File: config.mk
export PLATFORM = sky130hd
export DESIGN_NAME = true_random_seed_generator
export DESIGN_NICKNAME = d
export VERILOG_FILES = /design/src/pkg/trng_pkg.sv /design/src/true_random_seed_generator.sv
export SDC_FILE = /design/constraint.sdc
export NUM_CORES = 1
export LEC_CHECK = 0
export ABC_AREA = 0
export BUFFER_PORTS_ARGS = -buffer_cell sky130_fd_sc_hd__buf_2
export CORE_AREA = 2 2 146 148
export DETAILED_ROUTE_END_ITERATION = 10
export DIE_AREA = 0 0 148 150
export PLACE_DENSITY_LB_ADDON = 0.2
export SLEW_MARGIN = 0
export SYNTH_ARGS = -nofsm -noshare
export SYNTH_HDL_FRONTEND = slang
export SYNTH_SLANG_ARGS = --single-unit
File: constraint.sdc
create_clock -name pclk -period 1.9 [get_ports pclk]
set_input_delay 0.095 -clock pclk [delete_from_list [all_inputs] [get_ports pclk]]
set_output_delay 0.095 -clock pclk [all_outputs]
set_load 0.05 [all_outputs]
File: src/pkg/trng_pkg.sv
// Constants for the random seed generator: register map, fields, reset values.
// Assumes a 32-bit APB slave on pclk with registers at word-aligned offsets.
//
// Notes on behaviour
// - Writing one to the generator-enable bit enables the generator.
// - The interrupt-enable bit and the mask bit together decide whether the interrupt output is driven.
// - Writing one to the generation-start bit begins producing a seed.
// - The interrupt rises when a seed is available; four seed reads follow.
// - Clearing enable disables the generator; clearing start stops generation.
`default_nettype none
package trng_pkg;

  localparam logic [7:0]  ctrl0_off    = 8'h00;
  localparam logic [7:0]  ctrl1_off    = 8'h04;
  localparam logic [7:0]  seed_off     = 8'h08;
  localparam logic [7:0]  status_off   = 8'h0c;
  localparam logic [7:0]  mask_off     = 8'h10;
  localparam logic [7:0]  modstop_off  = 8'h14;

  localparam int          enable_bit   = 0;
  localparam int          start_bit    = 1;
  localparam int          ready_bit    = 2;
  localparam int          irqen_bit    = 0;
  localparam int          seed_ev_bit  = 0;
  localparam int          modstop_bit  = 0;

  localparam logic        modstop_rst  = 1'b1;
  localparam logic [2:0]  stop_wait_cycles = 3'h6;

  localparam int          seed_words   = 4;
  localparam int          word_bits    = 32;
  localparam logic [31:0] lfsr_seed    = 32'h0000_0001;
  localparam logic [31:0] lfsr_taps    = 32'h8020_0003;

  typedef enum logic [2:0] {
    gen_idle    = 3'b001,
    gen_collect = 3'b010,
    gen_ready   = 3'b100
  } gen_state_e;

endpackage
`default_nettype wire

File: src/true_random_seed_generator.sv
// APB register slave and seed collector of the random seed generator.
// Assumes one clock pclk, an asynchronous entropy pin, and a
// level interrupt consumed by an interrupt controller on pclk.
//
// Decided for this implementation: the APB interface to the registers and the register addresses.
`default_nettype none
module true_random_seed_generator
  import trng_pkg::*;
#(
  parameter int seed_count = seed_words
) (
  input  wire logic        pclk,
  input  wire logic        presetn,
  input  wire logic        clk_en,
  input  wire logic        psel,
  input  wire logic        penable,
  input  wire logic        pwrite,
  input  wire logic [7:0]  paddr,
  input  wire logic [31:0] pwdata,
  input  wire logic [3:0]  pstrb,
  output logic [31:0]      prdata,
  output logic             pready,
  output logic             pslverr,
  input  wire logic        entropy_in,
  output logic             irq
);

  localparam int seed_bits = seed_count * word_bits;
  localparam int cnt_w     = $clog2(seed_bits + 1);
  localparam int idx_w     = $clog2(seed_count + 1);
  localparam logic [cnt_w-1:0] full_cnt = cnt_w'(seed_bits);
  localparam logic [idx_w-1:0] last_idx = idx_w'(seed_count - 1);

  typedef struct packed {
    logic                 sync1;
    logic                 sync2;
    logic                 sync3;
    logic                 ent_bit;
    logic                 module_stop;
    logic [2:0]           wake_cnt;
    logic                 generator_enable;
    logic                 generation_start;
    logic                 seed_ready_flag;
    logic                 rng_irq_enable;
    logic                 status;
    logic                 mask;
    gen_state_e           state;
    logic [cnt_w-1:0]     bit_cnt;
    logic [idx_w-1:0]     read_idx;
    logic [31:0]          lfsr;
    logic [seed_bits-1:0] seed;
    logic [31:0]          rdata;
    logic                 ready;
    logic                 slverr;
    logic                 irq;
  } state_s;

  state_s cur_reg;
  state_s cur_next;

  ////////////////////////////////////////////////////////////////////////
  // Helpers

  function automatic logic mapped(input logic [7:0] a);
    mapped = (a == ctrl0_off) || (a == ctrl1_off) || (a == seed_off) ||
             (a == status_off) || (a == mask_off) || (a == modstop_off);
  endfunction

  function automatic logic [31:0] lfsr_step(input logic [31:0] v);
    lfsr_step = {v[30:0], ^(v & lfsr_taps)};
  endfunction

  ////////////////////////////////////////////////////////////////////////
  // Bus decode

  logic setup;
  logic access;
  logic wr;
  logic rd;
  logic awake;
  logic lane0;
  logic seed_event;

  assign setup  = psel && !penable;
  assign access = psel && penable && cur_reg.ready;
  assign wr     = access && pwrite && !cur_reg.slverr;
  assign rd     = access && !pwrite && !cur_reg.slverr;
  assign lane0  = pstrb[0];
  // Enable, start and interrupt-enable settings are ignored until the clock has settled; module stop and mask are not
  assign awake  = !cur_reg.module_stop && (cur_reg.wake_cnt == stop_wait_cycles);

  ////////////////////////////////////////////////////////////////////////
  // Next state

  always_comb begin
    cur_next = cur_reg;
    seed_event = 1'b0;

    // Three-stage pin synchroniser; a change counts when stages two and three agree
    cur_next.sync1 = entropy_in;
    cur_next.sync2 = cur_reg.sync1;
    cur_next.sync3 = cur_reg.sync2;
    if (cur_reg.sync2 == cur_reg.sync3) begin
      cur_next.ent_bit = cur_reg.sync3;
    end

    // Whitening keeps a stuck pin from yielding an all-equal seed
    cur_next.lfsr = lfsr_step(cur_reg.lfsr);

    if (cur_reg.module_stop) begin
      cur_next.wake_cnt = 3'h0;
    end else if (cur_reg.wake_cnt != stop_wait_cycles) begin
      cur_next.wake_cnt = cur_reg.wake_cnt + 3'h1;
    end

    // Register writes
    if (wr && lane0) begin
      case (paddr)
        modstop_off: begin
          cur_next.module_stop = pwdata[modstop_bit];
        end
        ctrl0_off: begin
          if (awake) begin
            cur_next.generator_enable = pwdata[enable_bit];
            cur_next.generation_start = pwdata[start_bit];
          end
        end
        ctrl1_off: begin
          if (awake) begin
            cur_next.rng_irq_enable = pwdata[irqen_bit];
          end
        end
        mask_off: begin
          cur_next.mask = pwdata[seed_ev_bit];
        end
        default: begin
        end
      endcase
    end

    // Seed collection
    case (cur_reg.state)
      gen_idle: begin
        cur_next.seed_ready_flag = 1'b0;
        cur_next.bit_cnt = '0;
        cur_next.read_idx = '0;
        if (cur_reg.generator_enable && cur_reg.generation_start && awake) begin
          cur_next.state = gen_collect;
        end
      end
      gen_collect: begin
        cur_next.seed = {cur_reg.seed[seed_bits-2:0],
                         cur_reg.ent_bit ^ cur_reg.lfsr[0]};
        cur_next.bit_cnt = cur_reg.bit_cnt + cnt_w'(1);
        if (cur_reg.bit_cnt == full_cnt - cnt_w'(1)) begin
          cur_next.state = gen_ready;
          cur_next.seed_ready_flag = 1'b1;
          seed_event = 1'b1;
        end
      end
      gen_ready: begin
        if (rd && paddr == seed_off) begin
          cur_next.read_idx = cur_reg.read_idx + idx_w'(1);
          if (cur_reg.read_idx == last_idx) begin
            cur_next.seed_ready_flag = 1'b0;
            cur_next.read_idx = '0;
            cur_next.bit_cnt = '0;
            cur_next.state = gen_idle;
          end
        end
      end
      default: begin
        cur_next.state = gen_idle;
      end
    endcase

    // Disable or stop aborts any seed in progress
    if (!cur_next.generator_enable || !cur_next.generation_start ||
        cur_next.module_stop) begin
      cur_next.state = gen_idle;
      cur_next.seed_ready_flag = 1'b0;
    end

    // Sticky event: a new event wins over a same-cycle write-one-to-clear
    if (wr && lane0 && paddr == status_off && pwdata[seed_ev_bit]) begin
      cur_next.status = 1'b0;
    end
    if (seed_event) begin
      cur_next.status = 1'b1;
    end

    cur_next.irq = cur_next.rng_irq_enable && cur_next.status && cur_next.mask;

    // Answer in the cycle after setup; read data sampled at setup
    cur_next.ready = setup;
    cur_next.slverr = setup && !mapped(paddr);
    cur_next.rdata = 32'h0000_0000;
    if (setup && !pwrite) begin
      case (paddr)
        ctrl0_off: begin
          cur_next.rdata[enable_bit] = cur_reg.generator_enable;
          cur_next.rdata[start_bit] = cur_reg.generation_start;
          cur_next.rdata[ready_bit] = cur_reg.seed_ready_flag;
        end
        ctrl1_off: begin
          cur_next.rdata[irqen_bit] = cur_reg.rng_irq_enable;
        end
        seed_off: begin
          // Words come out most significant first; zero unless a seed is ready
          if (cur_reg.seed_ready_flag) begin
            cur_next.rdata = cur_reg.seed[(seed_count - 1 -
                             int'(cur_reg.read_idx)) * word_bits +: word_bits];
          end
        end
        status_off: begin
          cur_next.rdata[seed_ev_bit] = cur_reg.status;
        end
        mask_off: begin
          cur_next.rdata[seed_ev_bit] = cur_reg.mask;
        end
        modstop_off: begin
          cur_next.rdata[modstop_bit] = cur_reg.module_stop;
        end
        default: begin
        end
      endcase
    end
  end

  ////////////////////////////////////////////////////////////////////////
  // State register

  always_ff @(posedge pclk or negedge presetn) begin
    if (!presetn) begin
      cur_reg <= '{
        sync1: 1'b0,
        sync2: 1'b0,
        sync3: 1'b0,
        ent_bit: 1'b0,
        module_stop: modstop_rst,
        wake_cnt: 3'h0,
        generator_enable: 1'b0,
        generation_start: 1'b0,
        seed_ready_flag: 1'b0,
        rng_irq_enable: 1'b0,
        status: 1'b0,
        mask: 1'b0,
        state: gen_idle,
        bit_cnt: '0,
        read_idx: '0,
        lfsr: lfsr_seed,
        seed: '0,
        rdata: 32'h0000_0000,
        ready: 1'b0,
        slverr: 1'b0,
        irq: 1'b0
      };
    end else if (clk_en) begin
      cur_reg <= cur_next;
    end
  end

  assign prdata  = cur_reg.rdata;
  assign pready  = cur_reg.ready;
  assign pslverr = cur_reg.slverr;
  assign irq     = cur_reg.irq;

endmodule
`default_nettype wire

==> flow_metrics.tcl, run 1 <==
set metrics [dict create \
    ys_seq_area_share_pct 55.3 \
    place.gp.congestion 0.825 \
    initialDrtViolationCount 279 \
    port_buffers 52 \
    vias_per_cell 5.48 \
    drive_gt1_share_pct 46.2 \
    clock-sinks 223 \
    finalNetCount 837 \
    critPathTopFamily "simple AND/OR/NAND/NOR gates" \
    p_clk_share_pct 45.9 \
    p_sw_uw 2060 \
    start_util_pct 48.8 \
    hp-class "primary input to flop" \
    path_cells "and4b_1 > nand3_1 > or4_4 > mux2i_2 > a22oi_1" \
    first_pass_iters 4 \
    synth_area_leaders "dfrtp_1 55%, mux2_2 18%, mux4_2 7.1%" \
    drtAntennaViolNets 0 \
    post-route-drc-count 0 \
    peakVddDrop_uv 590 \
    p_per_area_nw_per_um2 826 \
    dp_hpwl_mm 12.8 \
    rows 53 \
    die_h_um 150 \
    dr_total_vias 5872 \
    cp_slowest_cell "or4_4" \
    cts_root_buf "clkbuf_16" \
    cp.arrival_ns 2.20 \
    rsz0062_at_grt "no" \
    switching_share_pct 21.3 \
    crit_buf_inv 0 \
    fmax_mhz 548 \
    outcome "finished clean" \
    worst_pin_slew_ns 0.534 \
    p_leak_uw 0.00548 \
    worst_ep_required_time_ns 2.27 \
    power_frac_comb_pct 4.1 \
    die_area_um2 22200 \
    clock_skew_ns 0.00888 \
    core_area_um2 20700 \
    critPathMaxFanout 3 \
    grt_max_degree 65 \
    io_pins 86 \
    track_usage_pct 17.6 \
    ys_ff_latch 223 \
    critPathMaxStageDelay_ns 0.51 \
    share_seq_of_total_power_pct 50.0 \
    power.total_uw 9690 \
    grt_pass1_vias 6376 \
    grt_pass1_wl_mm 32.0 \
    yosys.area.top_type "dfrtp_1" \
    clockBufferDepth 3 \
    yosysTopAreaCellShare_pct 54.6 \
    antenna_found_initial 0 \
    ys_types 67 \
    wl_per_cell_um 17.7 \
    setup_slack_ns 0.0764 \
    areaGrowthSynthToFinish_pct 16.2 \
    ys.flop_type "dfrtp_1" \
    clkLatencyLatePin_ns 0.50 \
    cts_buffers 24 \
    largest_reg_flops 155 \
    cts_tree "done" \
    synth_cells 718 \
    cts-htree-levels 1 \
    synth-async-reset-ratio_pct 100 \
    synth_edf_count 0 \
    whs_ns 0.0974 \
    syn_area_um2 10100 \
    worst-setup-path-type "flop to flop" \
    wl_mm 18.9 \
    start_kind "flop" \
    overflow 0 \
    clkSlewWorstSetupHoldPaths_ns 0.06 \
    die_w_um 148 \
    min_period_over_period_pct 96.0 \
    slew_violations 0 \
    syn_nets 773 \
    cap_viol_max_count 0 \
    antenna_cells 0 \
    place_ws_ns 0.000438 \
    finalCriticalPeriod_ns 1.82 \
    finalSetupViolations 0 \
    maxSlewHeadroom_pct 64.4 \
    synth_warnings 0 \
    syn_area_per_cell_um2 14.1 \
    intPower_uw 7620 \
    hold_violations 0 \
    crit_path_end_kind "flop" \
    setup-tns-final_ns 0 \
]
==> power groups by stage <==
stage	combinational (uW)	sequential, uW	clock [uW]
after CTS	400	4840	4600
after floorplan	150	4930	0
after global placement	369	4920	0
after detailed placement	388	4920	0
after global routing	449	4840	4810
final	399	4840	4450
==> worst min-delay path, cell delays in order <==
cell and delay (ns):
buf_2 0.13, a2111oi_0 0.07, buf_4 0.13, o2bb2ai_1 0.13
==> cell usage in the layout, fill, tap and decap left out, types with 13 or more instances in the layout <==
cell type	n
buf_4	36
dfrtp_1	217
nand2_1	13
mux2_2	163
mux4_2	32
clkbuf_16	26
a21oi_1	14
o2bb2ai_1	32
inv_1	39
buf_2	51
==> path summary, 6_finish.rpt <==
path | slack (ns) | end | from | cells past startpoint
setup / recovery | 0.08 | irq | pslverr | 5
hold / removal | 0.1 | pslverr | paddr[1] | 4
setup reg to reg | 0.08 | irq | pslverr | 5
hold reg to reg | 0.48 | prdata[28] | prdata[28] | 1
max in group asynchronous | 1.04 | cur_reg[218] | presetn | 3
min in group asynchronous | 0.15 | prdata[24] | presetn | 2
==> stage by stage <==
| stage | utilization, % | std cells | area [um2] |
|---|---|---|---|
| 6_report | 56.7 | 1071 | 11700 |
| 3_5_place_dp | 52.1 | 1022 | 10800 |
| 2_1_floorplan | - | 718 | 10100 |
| 5_1_grt | 56.7 | 1071 | 11700 |
| 3_3_place_gp | 52.1 | 1022 | 10800 |
| 4_1_cts | 56.1 | 1068 | 11600 |
==> final cells by class <==
cell class | count | area (um2)
Clock buffer | 36 | 707
Inverter | 41 | 154
Multi-Input combinational cell | 384 | 4010
Timing Repair Buffer | 108 | 877
Fill cell | 1670 | 8960
Tap cell | 275 | 344
Clock inverter | 4 | 47.5
Sequential cell | 223 | 5590
==> metal layers <==
| metal | GRT usage (%) | routed length, um |
|---|---|---|
| met2 | 29.4 | 9160 |
| met1 | 24.3 | 8760 |
| met4 | 4.48 | 293 |
| met5 | 0 | 0 |
| met3 | 2.77 | 693 |
==> cell usage after synthesis (all sizes together), types with 3 or more instances <==
| cell | number |
|---|---|
| and3 | 3 |
| dfrtp | 220 |
| nand2b | 6 |
| nor4 | 3 |
| inv | 41 |
| or4 | 3 |
| mux2i | 5 |
| mux2 | 164 |
| nand3 | 6 |
| or3 | 4 |
| a21oi | 17 |
| a31oi | 5 |
| mux4 | 32 |
| nand4 | 5 |
| or2 | 3 |
| o31ai | 4 |
| nor2 | 13 |
| dfstp | 3 |
| buf | 54 |
| nand2 | 13 |
| and4 | 4 |
| o2bb2ai | 32 |
| nor3 | 4 |
| xnor2 | 4 |
| ha | 4 |
| o21ai | 14 |
| nor2b | 4 |
| clkbuf | 16 |
==> cell families (layout without fill, tap and decap cells) <==
logic type / Yosys count / after routing / share of synthesized area, %
simple gates: 84 / 84 / 5.41
compound gates: 91 / 91 / 6.66
mux: 201 / 201 / 26.0
flops: 223 / 223 / 55.3
fa+ha+maj: 4 / 4 / 0.496
buf+inv: 111 / 189 / 5.77
xor+xnor: 4 / 4 / 0.347
==> timing repair <==
action | CTS | global route
hold buffers | 6 | 0
pin swaps | 0 | 5
gates cloned | 0 | 1
hold endpoints to repair | 115 | 0
setup buffers | 0 | 2
endpoints found under the setup margin | 2 | 52
resized for setup | 2 | 17
Note: power is estimated with default switching activity, not from simulation.
==> inputs of run 2 (changes only) <==
--- a/config.mk
+++ b/config.mk
@@ -7,9 +7,11 @@
 export LEC_CHECK = 0
 export ABC_AREA = 0
 export BUFFER_PORTS_ARGS = -buffer_cell sky130_fd_sc_hd__buf_2
-export CORE_AREA = 2 2 146 148
+export CELL_PAD_IN_SITES_DETAIL_PLACEMENT = 2
+export CELL_PAD_IN_SITES_GLOBAL_PLACEMENT = 2
+export CORE_AREA = 2 2 166 168
 export DETAILED_ROUTE_END_ITERATION = 10
-export DIE_AREA = 0 0 148 150
+export DIE_AREA = 0 0 168 170
 export PLACE_DENSITY_LB_ADDON = 0.2
 export SLEW_MARGIN = 0
 export SYNTH_ARGS = -nofsm -noshare
==> run 2 against run 1 <==
Flip-flop and latch count stayed put. First-iteration DRC count rose by 9.3%. Clock power is 4% higher. Die area rose by 29%. Fmax shrank 1.5%. Critical path depth increased by 1. Setup slack got worse by 0.027 ns. Worst hold slack worse by 0.031 ns. Combinational power up 6.5%. Wire length rose by 22%.
==> flow_metrics.tcl, run 2 (synthesis gave the netlist of run 1 again) <==
set metrics [dict create \
    slew_violations 0 \
    clkSlewWorstSetupHoldPaths_ns 0.06 \
    die_h_um 170 \
    finalCriticalPeriod_ns 1.85 \
    worst_pin_slew_ns 0.528 \
    drive_gt1_share_pct 46.5 \
    p_leak_uw 0.00550 \
    clock_skew_ns 0.0196 \
    clockBufferDepth 3 \
    largest_reg_flops 155 \
    regArea_um2 5590 \
    io_pins 86 \
    antenna_cells 0 \
    track_usage_pct 16.8 \
    dp_hpwl_mm 15.3 \
    place.gp.congestion 0.809 \
    finalSetupViolations 0 \
    grt_max_degree 58 \
    dr_total_vias 6033 \
    cap_viol_max_count 0 \
    grt_pass1_wl_mm 39.2 \
    postPlaceCellArea_um2 10800 \
    cp.arrival_ns 2.25 \
    finalNetCount 839 \
    critPathMaxStageDelay_ns 0.41 \
    initialDrtViolationCount 305 \
    path_cells "nand2b_4 > or2_4 > nor2_4 > buf_12 > buf_12 > mux2_2" \
    maxSlewHeadroom_pct 64.8 \
    first_pass_iters 4 \
    clkLatencyLatePin_ns 0.52 \
    die_w_um 168 \
    outcome "finished clean" \
    rows 60 \
    min_period_over_period_pct 97.4 \
    setup_slack_ns 0.0491 \
    peakVddDrop_uv 507 \
    core_area_um2 26700 \
    cts-htree-levels 1 \
    critPathMaxFanout 20 \
    port_buffers 52 \
    hp-class "primary input to flop" \
    fillers 2574 \
    crit_buf_inv 2 \
    die_area_um2 28600 \
    multi_input_area_um2 4020 \
    setup-tns-final_ns 0 \
    cp_slowest_cell "dfstp_2" \
    mostFrequentLayoutCells "216 x dfrtp_1, 162 x mux2_2, 51 x buf_2" \
    hold_violations 0 \
    drtAntennaViolNets 0 \
    start_util_pct 37.9 \
    cts_tree "done" \
    vias_per_cell 5.28 \
    areaGrowthSynthToFinish_pct 17.5 \
    post-route-drc-count 0 \
    overflow 0 \
    final_area_um2 11900 \
    p_per_area_nw_per_um2 835 \
    crit_path_end_kind "flop" \
    clock-sinks 223 \
    cpMostUsedCell "buf_12" \
    place_ws_ns -0.0606 \
    final_common_cell "dfrtp_1" \
    antenna_found_initial 0 \
    rsz0062_at_grt "yes" \
    wl_mm 23.1 \
    cts_root_buf "clkbuf_16" \
    wl_per_cell_um 20.2 \
    cts_buffers 26 \
    worst-setup-path-type "flop to flop" \
    fmax_mhz 540 \
    worst_ep_required_time_ns 2.30 \
    final_util_pct 44.5 \
    critPathTopFamily "simple AND/OR/NAND/NOR gates" \
    grt_pass1_vias 7067 \
    start_kind "flop" \
]
run 2: changes by cell type in the layout (fill, tap and decap cells not counted), moves of 2 or more:
cell	previous run	this run
a21oi_1	14	10
clkbuf_16	26	29
dlygate4sd3_1	6	8
ha_4	2	0
buf_12	12	9
ha_2	0	2
clkbuf_8	4	2
a21oi_2	1	5
clkbuf_1	7	12
run 2: cell type report:
| type | count | share of cell area [%] |
|---|---|---|
| flip-flops and latches | 223 | 47.2 |
| multi-input cells | 384 | 33.9 |
| repair buffers | 108 | 7.44 |
| clock buffers | 41 | 6.31 |
| well taps | 341 | 3.60 |
| inverters | 41 | 1.30 |
| clock inverters | 5 | 0.306 |
run 2: through the flow:
stage	hold WS, ns	power, uW	std cells
floorplan	-0.201	5080	718
CTS	0.0364	10000	1136
detailed placement	0.0800	5330	1082
finish	0.0666	9890	1143
global placement	0.0688	5290	1082
global route	0.0752	10300	1143
run 2: where the power goes:
part           leakage (uW)  internal, uW  total (uW)  switching, uW
Sequential          0.00308          4800        4840           43.2
Combinational       0.00204           154         425            271
Clock              0.000375          2700        4620           1930
run 2: layer usage:
metal	global-route usage [%]	up-vias	share of wire (%)	routed length, um
li1	-	2717	-	-
met1	21.9	3197	45	10300
met2	29.9	83	51	11700
met3	2.40	36	3.0	697
met4	4.01	0	1.7	394
met5	0	-	0	0
run 2: what timing repair did:
item                                    4_1_cts  5_1_grt
buffers inserted                              0        5
endpoints found under the setup margin        6       88
resized for setup                             7       18
endpoints found under the hold margin       195        0
pin swaps                                     0        4
hold buffers                                  8        0
cloned                                        0        2
run 2: path summary, 6_finish.rpt:
kind | start | end | slack, ns | cells past startpoint
min in group asynchronous | presetn | prdata[13] | 0.10 | 2
max in group asynchronous | presetn | prdata[31] | 0.98 | 3
hold / removal | pwrite | prdata[0] | 0.07 | 4
hold reg to reg | prdata[29] | prdata[29] | 0.48 | 1
setup / recovery | cur_reg[206] | cur_reg[54] | 0.05 | 6
setup reg to reg | cur_reg[206] | cur_reg[54] | 0.05 | 6
run 2: worst min-delay path, delay by kind of cell:
family / cells / cell delay (ns)
AO/OA/AOI/OAI: 2 / 0.18
buffers and inverters: 1 / 0.16
AND/OR/NAND/NOR: 1 / 0.10
==> inputs of run 3 (changes only) <==
--- a/config.mk
+++ b/config.mk
@@ -12,7 +12,7 @@
 export CORE_AREA = 2 2 166 168
 export DETAILED_ROUTE_END_ITERATION = 10
 export DIE_AREA = 0 0 168 170
-export PLACE_DENSITY_LB_ADDON = 0.2
+export PLACE_DENSITY = 0.8
 export SLEW_MARGIN = 0
 export SYNTH_ARGS = -nofsm -noshare
 export SYNTH_HDL_FRONTEND = slang
==> run 3 against run 2 <==
The run now ends with negative setup slack left. Final cell count is 0.26% lower. Via count is 3.8% higher. Clock power is 17% higher. First-iteration DRC count is 4.6% higher. Total power is 7.7% higher. Sequential share of layout area is 0.82 points lower. Sequential power hardly changed. Critical path depth is 1 lower. Worst hold slack better by 0.027 ns.
==> flow_metrics.tcl, run 3 (synthesis gave the netlist of run 1 again) <==
set metrics [dict create \
    outcome "complete, but fails checks" \
    violations "negative setup slack" \
    p_per_area_nw_per_um2 883 \
    vias_per_cell 5.50 \
    areaGrowthSynthToFinish_pct 19.5 \
    first_pass_iters 4 \
    clock_skew_ns 0.0122 \
    overflow 0 \
    hp-class "primary input to flop" \
    cts_root_buf "clkbuf_16" \
    start_util_pct 37.9 \
    track_usage_pct 19.2 \
    maxSlewHeadroom_pct 68.0 \
    whs_ns 0.0934 \
    final_common_cell "dfrtp_1" \
    hold_violations 0 \
    fillers 2511 \
    die_w_um 168 \
    core_area_um2 26700 \
    finalNetCount 836 \
    grt_max_degree 64 \
    wl_per_cell_um 25.2 \
    port_buffers 52 \
    clkSlewWorstSetupHoldPaths_ns 0.06 \
    die_h_um 170 \
    largest_reg_flops 155 \
    crit_path_end_kind "flop" \
    io_pins 86 \
    p_leak_uw 0.00558 \
    slew_violations 0 \
    rows 60 \
    cts_tree "done" \
    place.gp.congestion 0.779 \
    setup_slack_ns -0.121 \
    initialDrtViolationCount 319 \
    worst-setup-path-type "flop to flop" \
    post-route-drc-count 0 \
    worst_ep_required_time_ns 2.31 \
    dr_total_vias 6265 \
    finalCriticalPeriod_ns 2.02 \
    cp.arrival_ns 2.43 \
    critPathMaxFanout 4 \
    peakVddDrop_uv 510 \
    worst_pin_slew_ns 0.481 \
    mostFrequentLayoutCells "216 x dfrtp_1, 162 x mux2_2, 51 x buf_2" \
    cts-htree-levels 1 \
    start_kind "flop" \
    wl_mm 28.7 \
    final_util_pct 45.3 \
    rsz0062_at_grt "yes" \
    drive_gt1_share_pct 48.1 \
    dp_hpwl_mm 16.2 \
    postPlaceCellArea_um2 10800 \
    antenna_found_initial 0 \
    clockBufferDepth 3 \
    die_area_um2 28600 \
    clkLatencyLatePin_ns 0.53 \
    final_area_um2 12100 \
    cts_buffers 25 \
    power.total_uw 10700 \
    min_period_over_period_pct 106 \
    fmax_mhz 495 \
    setup-tns-final_ns -0.247 \
    regArea_um2 5590 \
    grt_pass1_wl_mm 43.4 \
    finalSetupViolations 12 \
    drtAntennaViolNets 0 \
    grt_pass1_vias 7361 \
    antenna_cells 0 \
    cap_viol_max_count 0 \
    clock-sinks 223 \
    multi_input_area_um2 4050 \
]
==> run 3: path summary, 6_finish.rpt <==
check	start	slack, ns	cells past startpoint	endpoint
setup reg to reg	pslverr	-0.12	5	cur_reg[196]
setup / recovery	pslverr	-0.12	5	cur_reg[196]
hold / removal	paddr[3]	0.09	5	cur_reg[210]
hold reg to reg	prdata[7]	0.49	1	prdata[7]
max in group asynchronous	presetn	1.00	3	cur_reg[42]
min in group asynchronous	presetn	0.10	2	prdata[27]
==> run 3: through the flow <==
step                      instances  worst slack (ns)
after floorplan                 718            0.0688
final                          1140            -0.121
after global routing           1140            -0.158
after CTS                      1133           0.00917
after detailed placement       1078            -0.108
after global placement         1078            0.0601
==> run 3: final cells by class <==
class | instances | share of cell area [%]
Tap cell | 341 | 3.54
Sequential cell | 223 | 46.3
Inverter | 41 | 1.28
Clock buffer | 31 | 5.62
Clock inverter | 14 | 1.89
Multi-Input combinational cell | 384 | 33.6
Timing Repair Buffer | 106 | 7.73
==> run 3: worst max-delay path: stages (launching register included) <==
cell and delay [ns]:
dfrtp_2 0.42, nand4b_1 0.31, or4_4 0.52, a21oi_4 0.20, buf_4 0.14, mux2i_1 0.32
==> run 3: layer usage <==
| layer | global-route usage [%] | vias to the layer above | wire (um) |
|---|---|---|---|
| li1 | - | 2708 | - |
| met1 | 22.7 | 3371 | 11200 |
| met2 | 36.2 | 128 | 15600 |
| met3 | 2.60 | 58 | 1000 |
| met4 | 5.97 | 0 | 898 |
| met5 | 0 | - | 0 |
==> run 3: where the power goes <==
group	total, uW	internal, uW	switching [uW]
Combinational	425	146	278
Clock	5390	3340	2050
Sequential	4840	4800	40.4
==> run 3: what timing repair did <==
| item | 4_1_cts | 5_1_grt |
|---|---|---|
| hold buffers | 6 | 0 |
| pin swaps | 3 | 4 |
| cloned | 0 | 6 |
| endpoints found under the hold margin | 182 | 0 |
| setup buffers | 4 | 1 |
| endpoints found under the setup margin | 7 | 99 |
| gates resized for setup | 8 | 27 |
